### src/aac_consts.svh
`ifndef AAC_CONSTS_SVH
`define AAC_CONSTS_SVH

// Serial frame layout: address nibble on top, twelve data bits below
`define AAC_FRAME_BITS 5'd16
`define AAC_ADDR_MSB 15
`define AAC_ADDR_LSB 12
`define AAC_DATA_MSB 11
`define AAC_CTRL_MSB 10

// Command word addresses
`define AAC_ADDR_AUX_CTRL 4'h8
`define AAC_ADDR_DAC_FREQ 4'h9
`define AAC_ADDR_DAC_GAIN_A 4'ha
`define AAC_ADDR_DAC_GAIN_B 4'hb
`define AAC_ADDR_NONE 4'hf

// Reset values
`define AAC_CTRL_RESET 11'h000
`define AAC_DAC_FREQ_RESET 12'h770
`define AAC_DAC_GAIN_RESET 12'h000

// Conversion timing and averaging
`define AAC_RESULT_BITS 10
`define AAC_EDGE_FIRST 4'h0
`define AAC_EDGE_LAST 4'hb
`define AAC_AVG_LOG2_MAX 3'h5

`endif

### src/aac_pkg.sv
package aac_pkg;

  // Auxiliary converter command word, bit 10 down to bit 0
  typedef struct packed {
    logic readout_enable_bit;
    logic [2:0] clock_divide;
    logic [2:0] average_count;
    logic [1:0] input_select;
    logic reference_select_bit;
    logic start_convert_bit;
  } aac_ctrl_s;

  // One auxiliary DAC channel as seen by the analog side
  typedef struct packed {
    logic on;
    logic [11:0] code;
  } aac_dac_s;

  // Power state handed in by the mode logic
  typedef enum logic [1:0] {
    AAC_PWR_ACTIVE = 2'h0,
    AAC_PWR_IDLE = 2'h1,
    AAC_PWR_STANDBY = 2'h2,
    AAC_PWR_DOWN = 2'h3
  } aac_pwr_e;

  // Serial output driver states
  typedef enum logic [3:0] {
    AAC_DO_OFF = 4'h1,
    AAC_DO_BUSY = 4'h2,
    AAC_DO_READY = 4'h4,
    AAC_DO_SHIFT = 4'h8
  } aac_dout_e;

  // Conversion engine states
  typedef enum logic [1:0] {
    AAC_ENG_IDLE = 2'h1,
    AAC_ENG_RUN = 2'h2
  } aac_eng_e;

endpackage

### src/aac_serial_ctrl.sv
`include "aac_consts.svh"

module aac_serial_ctrl (
  // Clock and reset
  input wire logic clk,
  input wire logic rst_n,
  // Serial port pins
  input wire logic cs_wake_n,
  input wire logic sclk,
  input wire logic din,
  output logic dout,
  output logic dout_oe,
  // Power state from the mode logic
  input aac_pkg::aac_pwr_e pwr_state,
  // Auxiliary converter analog side
  output logic aux_ref_sel,
  output logic [1:0] aux_in_sel,
  output logic aux_sample,
  output logic aux_load,
  input wire logic [9:0] aux_raw,
  // Auxiliary DAC channels
  output aac_pkg::aac_dac_s freq_control_dac,
  output aac_pkg::aac_dac_s gain_dac_a,
  output aac_pkg::aac_dac_s gain_dac_b
);

  // Pin synchronisers, index 2 select, 1 clock, 0 data
  logic [2:0] sync1;
  logic [2:0] sync2;
  logic [2:0] sync3;
  logic [2:0] pin;
  logic [2:0] pin_prev;
  logic cs_low;
  logic cs_fall;
  logic cs_rise;
  logic sclk_rise;
  logic sclk_fall;
  logic in_pd;

  // Frame receive
  logic [15:0] rx_shift;
  logic [4:0] rx_count;
  logic frame_in_pd;
  logic cmd_take;
  logic [3:0] cmd_addr;
  aac_pkg::aac_ctrl_s cmd_ctrl;

  // Converter control
  aac_pkg::aac_ctrl_s ctrl;
  logic start_req;
  logic pending;
  logic out_disabled;
  logic eng_busy;
  logic eng_done;
  logic [9:0] eng_result;

  // Serial output
  aac_pkg::aac_dout_e do_state;
  aac_pkg::aac_dout_e next_do_state;
  logic [9:0] out_shift;
  logic read_ok;

  // DAC codes survive power-down untouched
  logic [11:0] code_freq;
  logic [11:0] code_gain_a;
  logic [11:0] code_gain_b;

  // Three stages; a level counts once the second and third agree
  always_ff @(posedge clk or negedge rst_n) begin
    if (!rst_n) begin
      sync1 <= 3'h4;
      sync2 <= 3'h4;
      sync3 <= 3'h4;
      pin <= 3'h4;
      pin_prev <= 3'h4;
    end else begin
      sync1 <= {cs_wake_n, sclk, din};
      sync2 <= sync1;
      sync3 <= sync2;
      pin <= (sync2 & ~(sync2 ^ sync3)) | (pin & (sync2 ^ sync3));
      pin_prev <= pin;
    end
  end

  assign cs_low = !pin[2];
  assign cs_fall = pin_prev[2] && !pin[2];
  assign cs_rise = !pin_prev[2] && pin[2];
  assign sclk_rise = cs_low && !pin_prev[1] && pin[1];
  assign sclk_fall = cs_low && pin_prev[1] && !pin[1];
  assign in_pd = (pwr_state == aac_pkg::AAC_PWR_DOWN);

  // Bits enter MSB first on rising serial clock while selected
  always_ff @(posedge clk or negedge rst_n) begin
    if (!rst_n) begin
      rx_shift <= 16'h0000;
      rx_count <= 5'h00;
      frame_in_pd <= 1'b0;
    end else if (cs_fall) begin
      rx_count <= 5'h00;
      frame_in_pd <= in_pd;
    end else if (sclk_rise) begin
      rx_shift <= {rx_shift[14:0], pin[0]};
      if (rx_count != `AAC_FRAME_BITS) begin
        rx_count <= rx_count + 5'h01;
      end
    end
  end

  // Frames opened or closed in power-down, including the wake pulse, are dropped
  assign cmd_take = cs_rise && (rx_count == `AAC_FRAME_BITS) && !frame_in_pd && !in_pd;
  assign cmd_addr = rx_shift[`AAC_ADDR_MSB:`AAC_ADDR_LSB];
  assign cmd_ctrl = aac_pkg::aac_ctrl_s'(rx_shift[`AAC_CTRL_MSB:0]);

  // Fields update on every write; the start bit obeys the engine
  always_ff @(posedge clk or negedge rst_n) begin
    if (!rst_n) begin
      ctrl <= aac_pkg::aac_ctrl_s'(`AAC_CTRL_RESET);
      start_req <= 1'b0;
    end else begin
      start_req <= 1'b0;
      if (eng_done) begin
        ctrl.start_convert_bit <= 1'b0;
      end
      if (cmd_take && cmd_addr == `AAC_ADDR_AUX_CTRL) begin
        ctrl.readout_enable_bit <= cmd_ctrl.readout_enable_bit;
        ctrl.clock_divide <= cmd_ctrl.clock_divide;
        ctrl.average_count <= cmd_ctrl.average_count;
        ctrl.input_select <= cmd_ctrl.input_select;
        ctrl.reference_select_bit <= cmd_ctrl.reference_select_bit;
        // A result landing this very cycle already blocks the next start
        if (!eng_busy && !eng_done && !start_req && cmd_ctrl.start_convert_bit && !pending
            && !out_disabled) begin
          ctrl.start_convert_bit <= 1'b1;
          start_req <= 1'b1;
        end
      end
    end
  end

  // Result waiting to be read, and the disabled-output trap
  always_ff @(posedge clk or negedge rst_n) begin
    if (!rst_n) begin
      pending <= 1'b0;
      out_disabled <= 1'b0;
    end else begin
      if (cs_fall && read_ok) begin
        pending <= 1'b0;
      end
      if (cmd_take && cmd_addr == `AAC_ADDR_AUX_CTRL && !eng_busy) begin
        if (!cmd_ctrl.start_convert_bit) begin
          pending <= 1'b0;
          out_disabled <= 1'b0;
        end else if (pending || eng_done) begin // Done now counts as pending
          out_disabled <= 1'b1;
        end
      end
      if (eng_done) begin
        pending <= 1'b1;
      end
    end
  end

  assign read_ok = pending && ctrl.readout_enable_bit && !out_disabled && !in_pd;

  aac_conv_engine u_engine (
    .clk(clk),
    .rst_n(rst_n),
    .start(start_req),
    .div_code(ctrl.clock_divide),
    .avg_code(ctrl.average_count),
    .sample_pulse(aux_sample),
    .load_pulse(aux_load),
    .raw_code(aux_raw),
    .busy(eng_busy),
    .done(eng_done),
    .result(eng_result)
  );

  // Mux and reference follow the command word directly
  always_ff @(posedge clk or negedge rst_n) begin
    if (!rst_n) begin
      aux_ref_sel <= 1'b0;
      aux_in_sel <= 2'h0;
    end else begin
      aux_ref_sel <= ctrl.reference_select_bit;
      aux_in_sel <= ctrl.input_select;
    end
  end

  // Later terms win: busy beats a pending release, the trap beats all
  always_comb begin
    next_do_state = do_state;
    if (cs_rise && do_state == aac_pkg::AAC_DO_SHIFT) begin
      next_do_state = aac_pkg::AAC_DO_OFF;
    end
    if (start_req) begin
      next_do_state = aac_pkg::AAC_DO_BUSY;
    end
    if (eng_done) begin
      next_do_state = aac_pkg::AAC_DO_READY;
    end
    if (cs_fall && read_ok) begin
      next_do_state = aac_pkg::AAC_DO_SHIFT;
    end
    if (out_disabled) begin
      next_do_state = aac_pkg::AAC_DO_OFF;
    end
  end

  always_ff @(posedge clk or negedge rst_n) begin
    if (!rst_n) begin
      do_state <= aac_pkg::AAC_DO_OFF;
    end else begin
      case (next_do_state)
        aac_pkg::AAC_DO_OFF,
        aac_pkg::AAC_DO_BUSY,
        aac_pkg::AAC_DO_READY,
        aac_pkg::AAC_DO_SHIFT: do_state <= next_do_state;
        default: do_state <= aac_pkg::AAC_DO_OFF;
      endcase
    end
  end

  // Left shift refilled with the LSB, so the last bit holds to the end
  always_ff @(posedge clk or negedge rst_n) begin
    if (!rst_n) begin
      out_shift <= 10'h000;
    end else if (cs_fall && read_ok) begin
      out_shift <= eng_result;
    end else if (sclk_fall && do_state == aac_pkg::AAC_DO_SHIFT) begin
      out_shift <= {out_shift[8:0], out_shift[0]};
    end
  end

  // Pin drivers registered from the next state
  always_ff @(posedge clk or negedge rst_n) begin
    if (!rst_n) begin
      dout <= 1'b0;
      dout_oe <= 1'b0;
    end else begin
      dout_oe <= (next_do_state != aac_pkg::AAC_DO_OFF);
      case (next_do_state)
        aac_pkg::AAC_DO_BUSY: dout <= 1'b1;
        aac_pkg::AAC_DO_READY: dout <= 1'b0;
        aac_pkg::AAC_DO_SHIFT: begin
          if (cs_fall) begin
            dout <= eng_result[`AAC_RESULT_BITS-1];
          end else if (sclk_fall) begin
            dout <= out_shift[8];
          end
        end
        default: dout <= 1'b0;
      endcase
    end
  end

  // DAC codes: power-up values, then serial writes outside power-down
  always_ff @(posedge clk or negedge rst_n) begin
    if (!rst_n) begin
      code_freq <= `AAC_DAC_FREQ_RESET;
      code_gain_a <= `AAC_DAC_GAIN_RESET;
      code_gain_b <= `AAC_DAC_GAIN_RESET;
    end else if (cmd_take) begin
      case (cmd_addr)
        `AAC_ADDR_DAC_FREQ: code_freq <= rx_shift[`AAC_DATA_MSB:0];
        `AAC_ADDR_DAC_GAIN_A: code_gain_a <= rx_shift[`AAC_DATA_MSB:0];
        `AAC_ADDR_DAC_GAIN_B: code_gain_b <= rx_shift[`AAC_DATA_MSB:0];
        default: code_freq <= code_freq;
      endcase
    end
  end

  // Power-down zeroes the outputs but not the held codes
  always_ff @(posedge clk or negedge rst_n) begin
    if (!rst_n) begin
      freq_control_dac <= {1'b1, `AAC_DAC_FREQ_RESET};
      gain_dac_a <= {1'b1, `AAC_DAC_GAIN_RESET};
      gain_dac_b <= {1'b1, `AAC_DAC_GAIN_RESET};
    end else if (in_pd) begin
      freq_control_dac <= 13'h0000;
      gain_dac_a <= 13'h0000;
      gain_dac_b <= 13'h0000;
    end else begin
      freq_control_dac <= {1'b1, code_freq};
      gain_dac_a <= {1'b1, code_gain_a};
      gain_dac_b <= {1'b1, code_gain_b};
    end
  end

endmodule

### src/aac_conv_engine.sv
`include "aac_consts.svh"

module aac_conv_engine (
  // Clock and reset
  input wire logic clk,
  input wire logic rst_n,
  // Command
  input wire logic start,
  input wire logic [2:0] div_code,
  input wire logic [2:0] avg_code,
  // Analog converter handshake
  output logic sample_pulse,
  output logic load_pulse,
  input wire logic [9:0] raw_code,
  // Status and result
  output logic busy,
  output logic done,
  output logic [9:0] result
);

  // Divider terminal count for a divide by two to the code
  function automatic logic [6:0] div_mask(input logic [2:0] code);
    div_mask = 7'((8'h01 << code) - 8'h01);
  endfunction

  // Codes 11x average thirty-two, same as 101
  function automatic logic [2:0] avg_log2(input logic [2:0] code);
    avg_log2 = (code > `AAC_AVG_LOG2_MAX) ? `AAC_AVG_LOG2_MAX : code;
  endfunction

  aac_pkg::aac_eng_e state;
  logic [6:0] mask;
  logic [6:0] div_cnt;
  logic [3:0] edge_cnt;
  logic [5:0] conv_cnt;
  logic [2:0] shift;
  logic [14:0] acc;
  logic tick;
  logic last_edge;
  logic last_conv;
  logic [14:0] acc_sum;

  assign busy = (state == aac_pkg::AAC_ENG_RUN);
  assign tick = busy && (div_cnt == mask);
  assign last_edge = (edge_cnt == `AAC_EDGE_LAST);
  assign last_conv = (conv_cnt == 6'((7'h01 << shift) - 7'h01));
  assign acc_sum = acc + {5'h00, raw_code};

  // Settings are frozen at start so a rewrite cannot bend a running set
  always_ff @(posedge clk or negedge rst_n) begin
    if (!rst_n) begin
      state <= aac_pkg::AAC_ENG_IDLE;
      mask <= 7'h00;
      shift <= 3'h0;
    end else begin
      case (state)
        aac_pkg::AAC_ENG_IDLE: begin
          if (start) begin
            state <= aac_pkg::AAC_ENG_RUN;
            mask <= div_mask(div_code);
            shift <= avg_log2(avg_code);
          end
        end
        aac_pkg::AAC_ENG_RUN: begin
          if (tick && last_edge && last_conv) begin
            state <= aac_pkg::AAC_ENG_IDLE;
          end
        end
        default: state <= aac_pkg::AAC_ENG_IDLE;
      endcase
    end
  end

  // Conversion clock as a one-cycle enable
  always_ff @(posedge clk or negedge rst_n) begin
    if (!rst_n) begin
      div_cnt <= 7'h00;
    end else if (!busy || tick) begin
      div_cnt <= 7'h00;
    end else begin
      div_cnt <= div_cnt + 7'h01;
    end
  end

  // Twelve edges per conversion: sample, ten bits, load
  always_ff @(posedge clk or negedge rst_n) begin
    if (!rst_n) begin
      edge_cnt <= 4'h0;
      conv_cnt <= 6'h00;
    end else if (!busy) begin
      edge_cnt <= 4'h0;
      conv_cnt <= 6'h00;
    end else if (tick) begin
      edge_cnt <= last_edge ? 4'h0 : edge_cnt + 4'h1;
      if (last_edge) begin
        conv_cnt <= conv_cnt + 6'h01;
      end
    end
  end

  // Strobes to the analog converter
  always_ff @(posedge clk or negedge rst_n) begin
    if (!rst_n) begin
      sample_pulse <= 1'b0;
      load_pulse <= 1'b0;
    end else begin
      sample_pulse <= tick && (edge_cnt == `AAC_EDGE_FIRST);
      load_pulse <= tick && last_edge;
    end
  end

  // Accumulate each load; the mean is a plain shift, truncating
  always_ff @(posedge clk or negedge rst_n) begin
    if (!rst_n) begin
      acc <= 15'h0000;
      result <= 10'h000;
      done <= 1'b0;
    end else begin
      done <= 1'b0;
      if (!busy) begin
        acc <= 15'h0000;
      end else if (tick && last_edge) begin
        acc <= acc_sum;
        if (last_conv) begin
          result <= 10'(acc_sum >> shift);
          done <= 1'b1;
        end
      end
    end
  end

endmodule

### config.mk
export PLATFORM = sky130hd
export DESIGN_NAME = aac_serial_ctrl
export DESIGN_NICKNAME = d
export VERILOG_FILES = /design/src/aac_pkg.sv /design/src/aac_serial_ctrl.sv /design/src/aac_conv_engine.sv
export VERILOG_INCLUDE_DIRS = /design/src /design/src/src
export SDC_FILE = /design/constraint.sdc
export NUM_CORES = 1
export LEC_CHECK = 0
export BUFFER_PORTS_ARGS = -buffer_cell sky130_fd_sc_hd__buf_2
export CORE_ASPECT_RATIO = 1.25
export CORE_MARGIN = 4
export CORE_UTILIZATION = 38
export DETAILED_ROUTE_END_ITERATION = 12
export GPL_TIMING_DRIVEN = 0
export PLACE_DENSITY = 0.63
export SLEW_MARGIN = 20
export SYNTH_ARGS = -nofsm -noshare
export SYNTH_HDL_FRONTEND = slang
export SYNTH_HIERARCHICAL = 1
export SYNTH_SLANG_ARGS = --single-unit
### constraint.sdc
create_clock -name clk -period 4.3 [get_ports clk]
set_clock_uncertainty 0.05 [all_clocks]
set_input_delay 0.86 -clock clk [delete_from_list [all_inputs] [get_ports clk]]
set_output_delay 0.86 -clock clk [all_outputs]
set_load 0.05 [all_outputs]
## Yosys cells after proc, flatten, opt, wreduce, memory -nomap -nowiden

Index checks and enable logic that the tools add are counted.

| operators by class | value |
|---|---|
| $lt $le $gt $ge | 1 |
| shift operators | 3 |
| add/sub/neg operators | 7 |
| reduce and logical (&&, ||, !) cells | 54 |
| mux-type cells | 41 |
| equal/unequal tests | 25 |
| bitwise operators | 6 |

Operators by type and width:

| operator | count |
|---|---|
| 13-bit two-way mux | 3 |
| 4-bit two-way mux | 9 |
| 15-bit two-way mux | 2 |
| 4-bit equality test, second input constant | 7 |
| 1-bit logical AND | 26 |
| 6-bit two-way mux | 3 |
| 9-bit two-way mux | 2 |
| 2-bit AND reduction | 9 |
| 15-bit by 10-bit adder with 15-bit output | 1 |
| 5-bit two-way mux | 3 |
| 15-bit by 3-bit >> shifter with 10-bit output | 1 |
| 1-bit two-way mux | 13 |
| 1-bit logical NOT | 11 |
| 2-bit inequality test, second input constant | 5 |
| 7-bit by 1-bit adder with 7-bit output, second input constant | 1 |
| 7-bit equality test | 1 |
| 7-bit two-way mux | 1 |
| 1-bit by 3-bit left shift with 7-bit output, first input constant | 1 |
| 7-bit by 1-bit subtractor with 7-bit output, second input constant | 1 |
| 6-bit by 1-bit adder with 6-bit output, second input constant | 1 |
| 3-bit bitwise AND | 2 |
| 6-bit equality test | 1 |
| 2-bit nonzero test | 3 |
| 1-bit by 3-bit left shift with 6-bit output, first input constant | 1 |
| 26 further kinds | 29 |

| storage, ports and cells | value |
|---|---|
| output and inout port bits | 46 |
| logic and storage cells | 180 |
| bits in registers | 200 |
| input bits | 17 |

## Depth between registers and ports, before layout

| logic depth | value |
|---|---|
| depth in word-level cells | 11 |
| depth in mapped cells | 14 |
| mapped depth without buffers | 11 |

## Cells and area by module

The synthesis kept the hierarchy.

By module, submodules not included:

| module | instances | sequential area each (um^2) | area an instance (um^2) | cells each |
|---|---|---|---|---|
| aac_serial_ctrl | 1 | 3527.1 | 5201.2 | 359 |
| aac_conv_engine | 1 | 1427.6 | 3637.2 | 402 |

## Worst setup path before layout

OpenSTA, ideal clock, no wires.

| timing | value |
|---|---|
| path kind | in2reg |
| start point | in aux_raw[0] |
| end point | reg u_engine.result[3] |
| setup time | 0.122 ns |
| arrival time | 3.018 ns |
| slack | 1.109 ns |
| data required time | 4.128 ns |
| path buffers | 0 |
| cell stages on the path | 10 |
| cell sequence | ha_1 > fa_1 > a211oi_1 > o211ai_1 > a21boi_1 > xnor2_1 > and3_1 > a221o_1 > a21oi_1 > a21oi_1 |

| on the way | value |
|---|---|
| longest elaborated chain between the ends | 2 |

RTL lines:

| what | RTL line | RTL |
|---|---|---|
| from (decl) | aac_serial_ctrl.sv:20 | `input wire logic [9:0] aux_raw,` |
| 15-bit by 10-bit adder with 15-bit output | aac_conv_engine.sv:47 | `assign acc_sum = acc + {5'h00, raw_code};` |
| 15-bit by 3-bit >> shifter with 10-bit output | aac_conv_engine.sv:125 | `result <= 10'(acc_sum >> shift);` |
| to (signal assigned) | aac_conv_engine.sv:125 |  |
| to (decl) | aac_conv_engine.sv:18 | `output logic [9:0] result` |

Every way passes these cells.
A chain may end at the register's enable or synchronous reset.

## Worst setup path in the final report

| timing | value |
|---|---|
| start point | reg u_engine.shift[0] |
| end point | reg u_engine.result[7] |

| on the way | value |
|---|---|
| longest elaborated chain between the ends | 4 |
| elaborated cells on any way between the ends | 5 |
| those cells by class | 1 x add/sub; 1 x eq/ne; 2 x shift; 1 x reduce/logical |

RTL lines:

| what | RTL line | RTL |
|---|---|---|
| from (decl) | aac_conv_engine.sv:36 | `logic [2:0] shift;` |
| from (signal assigned) | aac_conv_engine.sv:61 | `shift <= avg_log2(avg_code);` |
| 1-bit by 3-bit left shift with 6-bit output | aac_conv_engine.sv:46 | `assign last_conv = (conv_cnt == 6'((7'h01 << shift) - 7'h01));` |
| 6-bit by 1-bit subtractor with 6-bit output | aac_conv_engine.sv:46 |  |
| 6-bit equality test | aac_conv_engine.sv:46 |  |
| 3-bit AND reduction (no source line) | - |  |

Several ways; a longest one is shown, not always the timed one.

==> results.md <==
* Vias in the first global route at approximately 5900
* Reg clk slew, reported paths at 0.08 ns
* Yosys top cell area share at 50.1%
* Placed Area at 9570 um2
* WHS at about 0.30 ns
* I/O pin count at 63
* Largest family of logic cells by synthesized area: simple AND/OR/NAND/NOR gates
* Crit-path max FO at 10
* Tot GR Track Use at 14.1%
* Initial Util at approximately 38%
* TritonCTS Sinks at about 200
* Fin util at between 40 and 50%
* Layout cells sized above 1 at 24.4%
* Layout area overhead at 15.7%
* Average cell area after synthesis at 11.6 um2
* Post-DP HPWL at 12.2 mm
* Clk buf depth at 2
* Prevailing post-synth register cell: dfrtp_1
* Crit. End Element: flip-flop
* Adder-Cell Fraction of Synth Area at 2.97%
* Design Area, Final at 10200 um2
* Initial antenna violation count at 0
* Total of fill cells in the finished design at ~2200
* Final Total Pwr at around 3.8 mW
* Register area at 4950 um2
* CP startpoint: u_engine/shift[0]$_DFFE_PN0P_
* Top-count cell post-synth: dfrtp_1
* Post-route ant nets at 0
* Clk Latency, worst-skew pair at about 0.43 ns
* Vias at approximately 5700
* First-pass GRT wire length at 29.3 mm
* Final net count at 879
* Peak Freq at 276 MHz
* Final setup fails at 0
* Drt drc at 0
* Hold Crit Class: flip-flop to flip-flop
* Chip width at 144 um
* Crit path DAT at 3.93 ns
* Number of synthesized flops with an enable pin at 0
* Async S/R FF share, synth at 100%
* Required time worst endpoint at around 4.6 ns
* Worst Tran Pin Value at 0.661 ns
* Total CTS buffers at 17
* Placed Cells at 1113
* Final Hold Vio Count at 0
* Hold_buf cts at 0
* Post-CTS sizing at 0
* Multi-input logic area at 3660 um2
* Critical Path Start Type: flip-flop
* Mapped cell area at 8840 um2
* Core Region at 23000 um2
* Yosys cell types at 72
* Type of the worst setup path: flip-flop to flip-flop
* P_leak at a little under 5 nW
* Rel. slew slack at between 50% and 60%
* Synth top area cells: dfrtp_1 50%, mux2_2 8.4%, dfstp_2 5.9%
* Antenna diodes at 0
* Ys Warns at 6
* Largest net degree at the start of global routing at 72
* Synth cell count leaders: 177 x dfrtp_1, 69 x nor2_1, 66 x mux2_2, 52 x nand2_1, 40 x and2_1
* Worst vdd ir at 278 uV
* #FFs+latches synth at 197
* Total wire length at 17.1 mm
* IO Port Bufs at 62
* GRT overflow at 0
* Hold_sp: sync1[1]$_DFF_PN0_
* Post-synthesis sequential area ratio at between 50% and 60%
* Post-synthesis compound-gate area fraction at 8.72%
* Synth Area in XOR/XNOR at 4.06%
* H-Tree Depth at 4
* Final worst slack at about 0.68 ns
* Tmin final at 3.62 ns
* Final Max Slew Viols at 0
* Post-route setup TNS at 0 ns
* Mux cell area share after synthesis at between 10% and 20%
* Die Y at ~180 um
* CTS tree: built
* Synth Instances at 761
* Largest area contributor in the netlist: dfrtp_1
* Post-CTS setup buffers at 0
* Reg-to-Reg Start: u_engine/shift[0]$_DFFE_PN0P_
* Row cnt at between 60 and 70
* Number of DRC markers in iteration 0 at 308
* Outcome: finished clean
* PD cells at about 370 nW/um2
* Wire per inst at around 15 um
* GPL Wtd Cong at 0.844
* Mapped Nets at slightly below 800
* Root buffer cell: clkbuf_16
* Die ar. at 25800 um2
* Via density at 5.02
* Placement Setup Slack at 0.526 ns
* First-pass DRT Iterations at 4
* Fin crit share at between 80 and 90%
* Max Cap Violations at 0
* Unrepaired setup endpoints after global routing: no
* Final std cells w/o fill at around 1100
* Post-synthesis simple-gate area fraction at 14.1%
## power by group
part	internal [mW]	total [mW]	switching, mW
Clock	0.829	1.69	0.858
Sequential	1.90	1.97	0.0718
Combinational	0.0739	0.173	0.0991
## layout make-up
class / instances / share of cell area (%)
clock inverters: 15 / 2.21
plain buffers: 31 / 1.55
multi-input cells: 516 / 35.8
repair buffers: 64 / 3.67
clock buffers: 17 / 4.16
flip-flops and latches: 197 / 48.5
well taps: 288 / 3.52
inverters: 17 / 0.624
## sequential cells by signal, summed over array words and instances (netlist names), 9 cells and up, named ones only
register,cells
freq_control_dac,13
u_engine/result,10
gain_dac_a,12
out_shift,9
code_gain_a,12
code_gain_b,12
rx_shift,16
u_engine/acc,15
gain_dac_b,12
code_freq,12
ctrl,10
## logic make-up (layout without fill, tap and decap cells)
group	count (synthesis)	in the layout
AND/OR/NAND/NOR	239	239
flip-flops	197	197
AO/OA/AOI/OAI	122	122
multiplexers	93	93
buffers and inverters	48	144
XOR/XNOR	41	41
adder cells (fa/ha/maj)	21	21
## critical path, cell delays in order (launching register included)
cell      delay (ns)
dfrtp_1         0.39
clkbuf_1        0.39
buf_1           0.45
buf_1           0.40
nand2_1         0.10
ha_1            0.25
nor3_1          0.19
a21oi_1         0.06
o22ai_1         0.16
xor2_1          0.09
or4_4           0.56
inv_1           0.10
buf_6           0.13
o21ai_0         0.10
o21ai_1         0.12
## worst paths after layout
path                                                       end  depth (start not counted)  slack [ns]
worst max-delay path            u_engine/result[7]$_DFFE_PN0P_                         14        0.68
worst min-delay path                        sync2[1]$_DFF_PN0_                          0        0.30
worst max register to register  u_engine/result[7]$_DFFE_PN0P_                         14        0.68
worst min register to register              sync2[1]$_DFF_PN0_                          0        0.30
max in group asynchronous        u_engine/state[0]$_DFFE_PN1P_                          2        3.11
min in group asynchronous              rx_count[0]$_DFFE_PN0P_                          1        0.33
## per-layer routing
metal | up-vias | wire (um) | global-route usage, %
met1 | 2797 | 7740 | 18.2
li1 | 2843 | - | -
met4 | 0 | 204 | 4.08
met3 | 14 | 542 | 3.08
met2 | 92 | 8660 | 23.7
met5 | - | 0 | 0
## layout by cell type, fill, tap and decap left out, types with 4 or more instances in the layout
cell,Yosys,routed
nand4_1,7,7
and3_1,4,4
a211oi_1,10,10
dfstp_2,20,20
clkbuf_16,0,17
nor3_1,11,11
a2bb2oi_1,4,4
buf_4,4,4
inv_1,15,15
mux2i_1,26,26
ha_1,17,17
xor2_1,21,21
o211ai_1,6,6
xnor2_1,20,20
buf_2,4,65
clkbuf_1,17,17
inv_12,0,4
dfrtp_1,177,177
a21oi_1,35,35
or3_1,11,11
nand2b_1,11,11
clkinv_8,0,5
and2_1,40,40
nor2_1,69,69
o21ai_0,37,37
mux2_2,66,66
nand3_1,10,10
nand2_1,52,52
No activity file was read; power rests on OpenSTA's default activity.
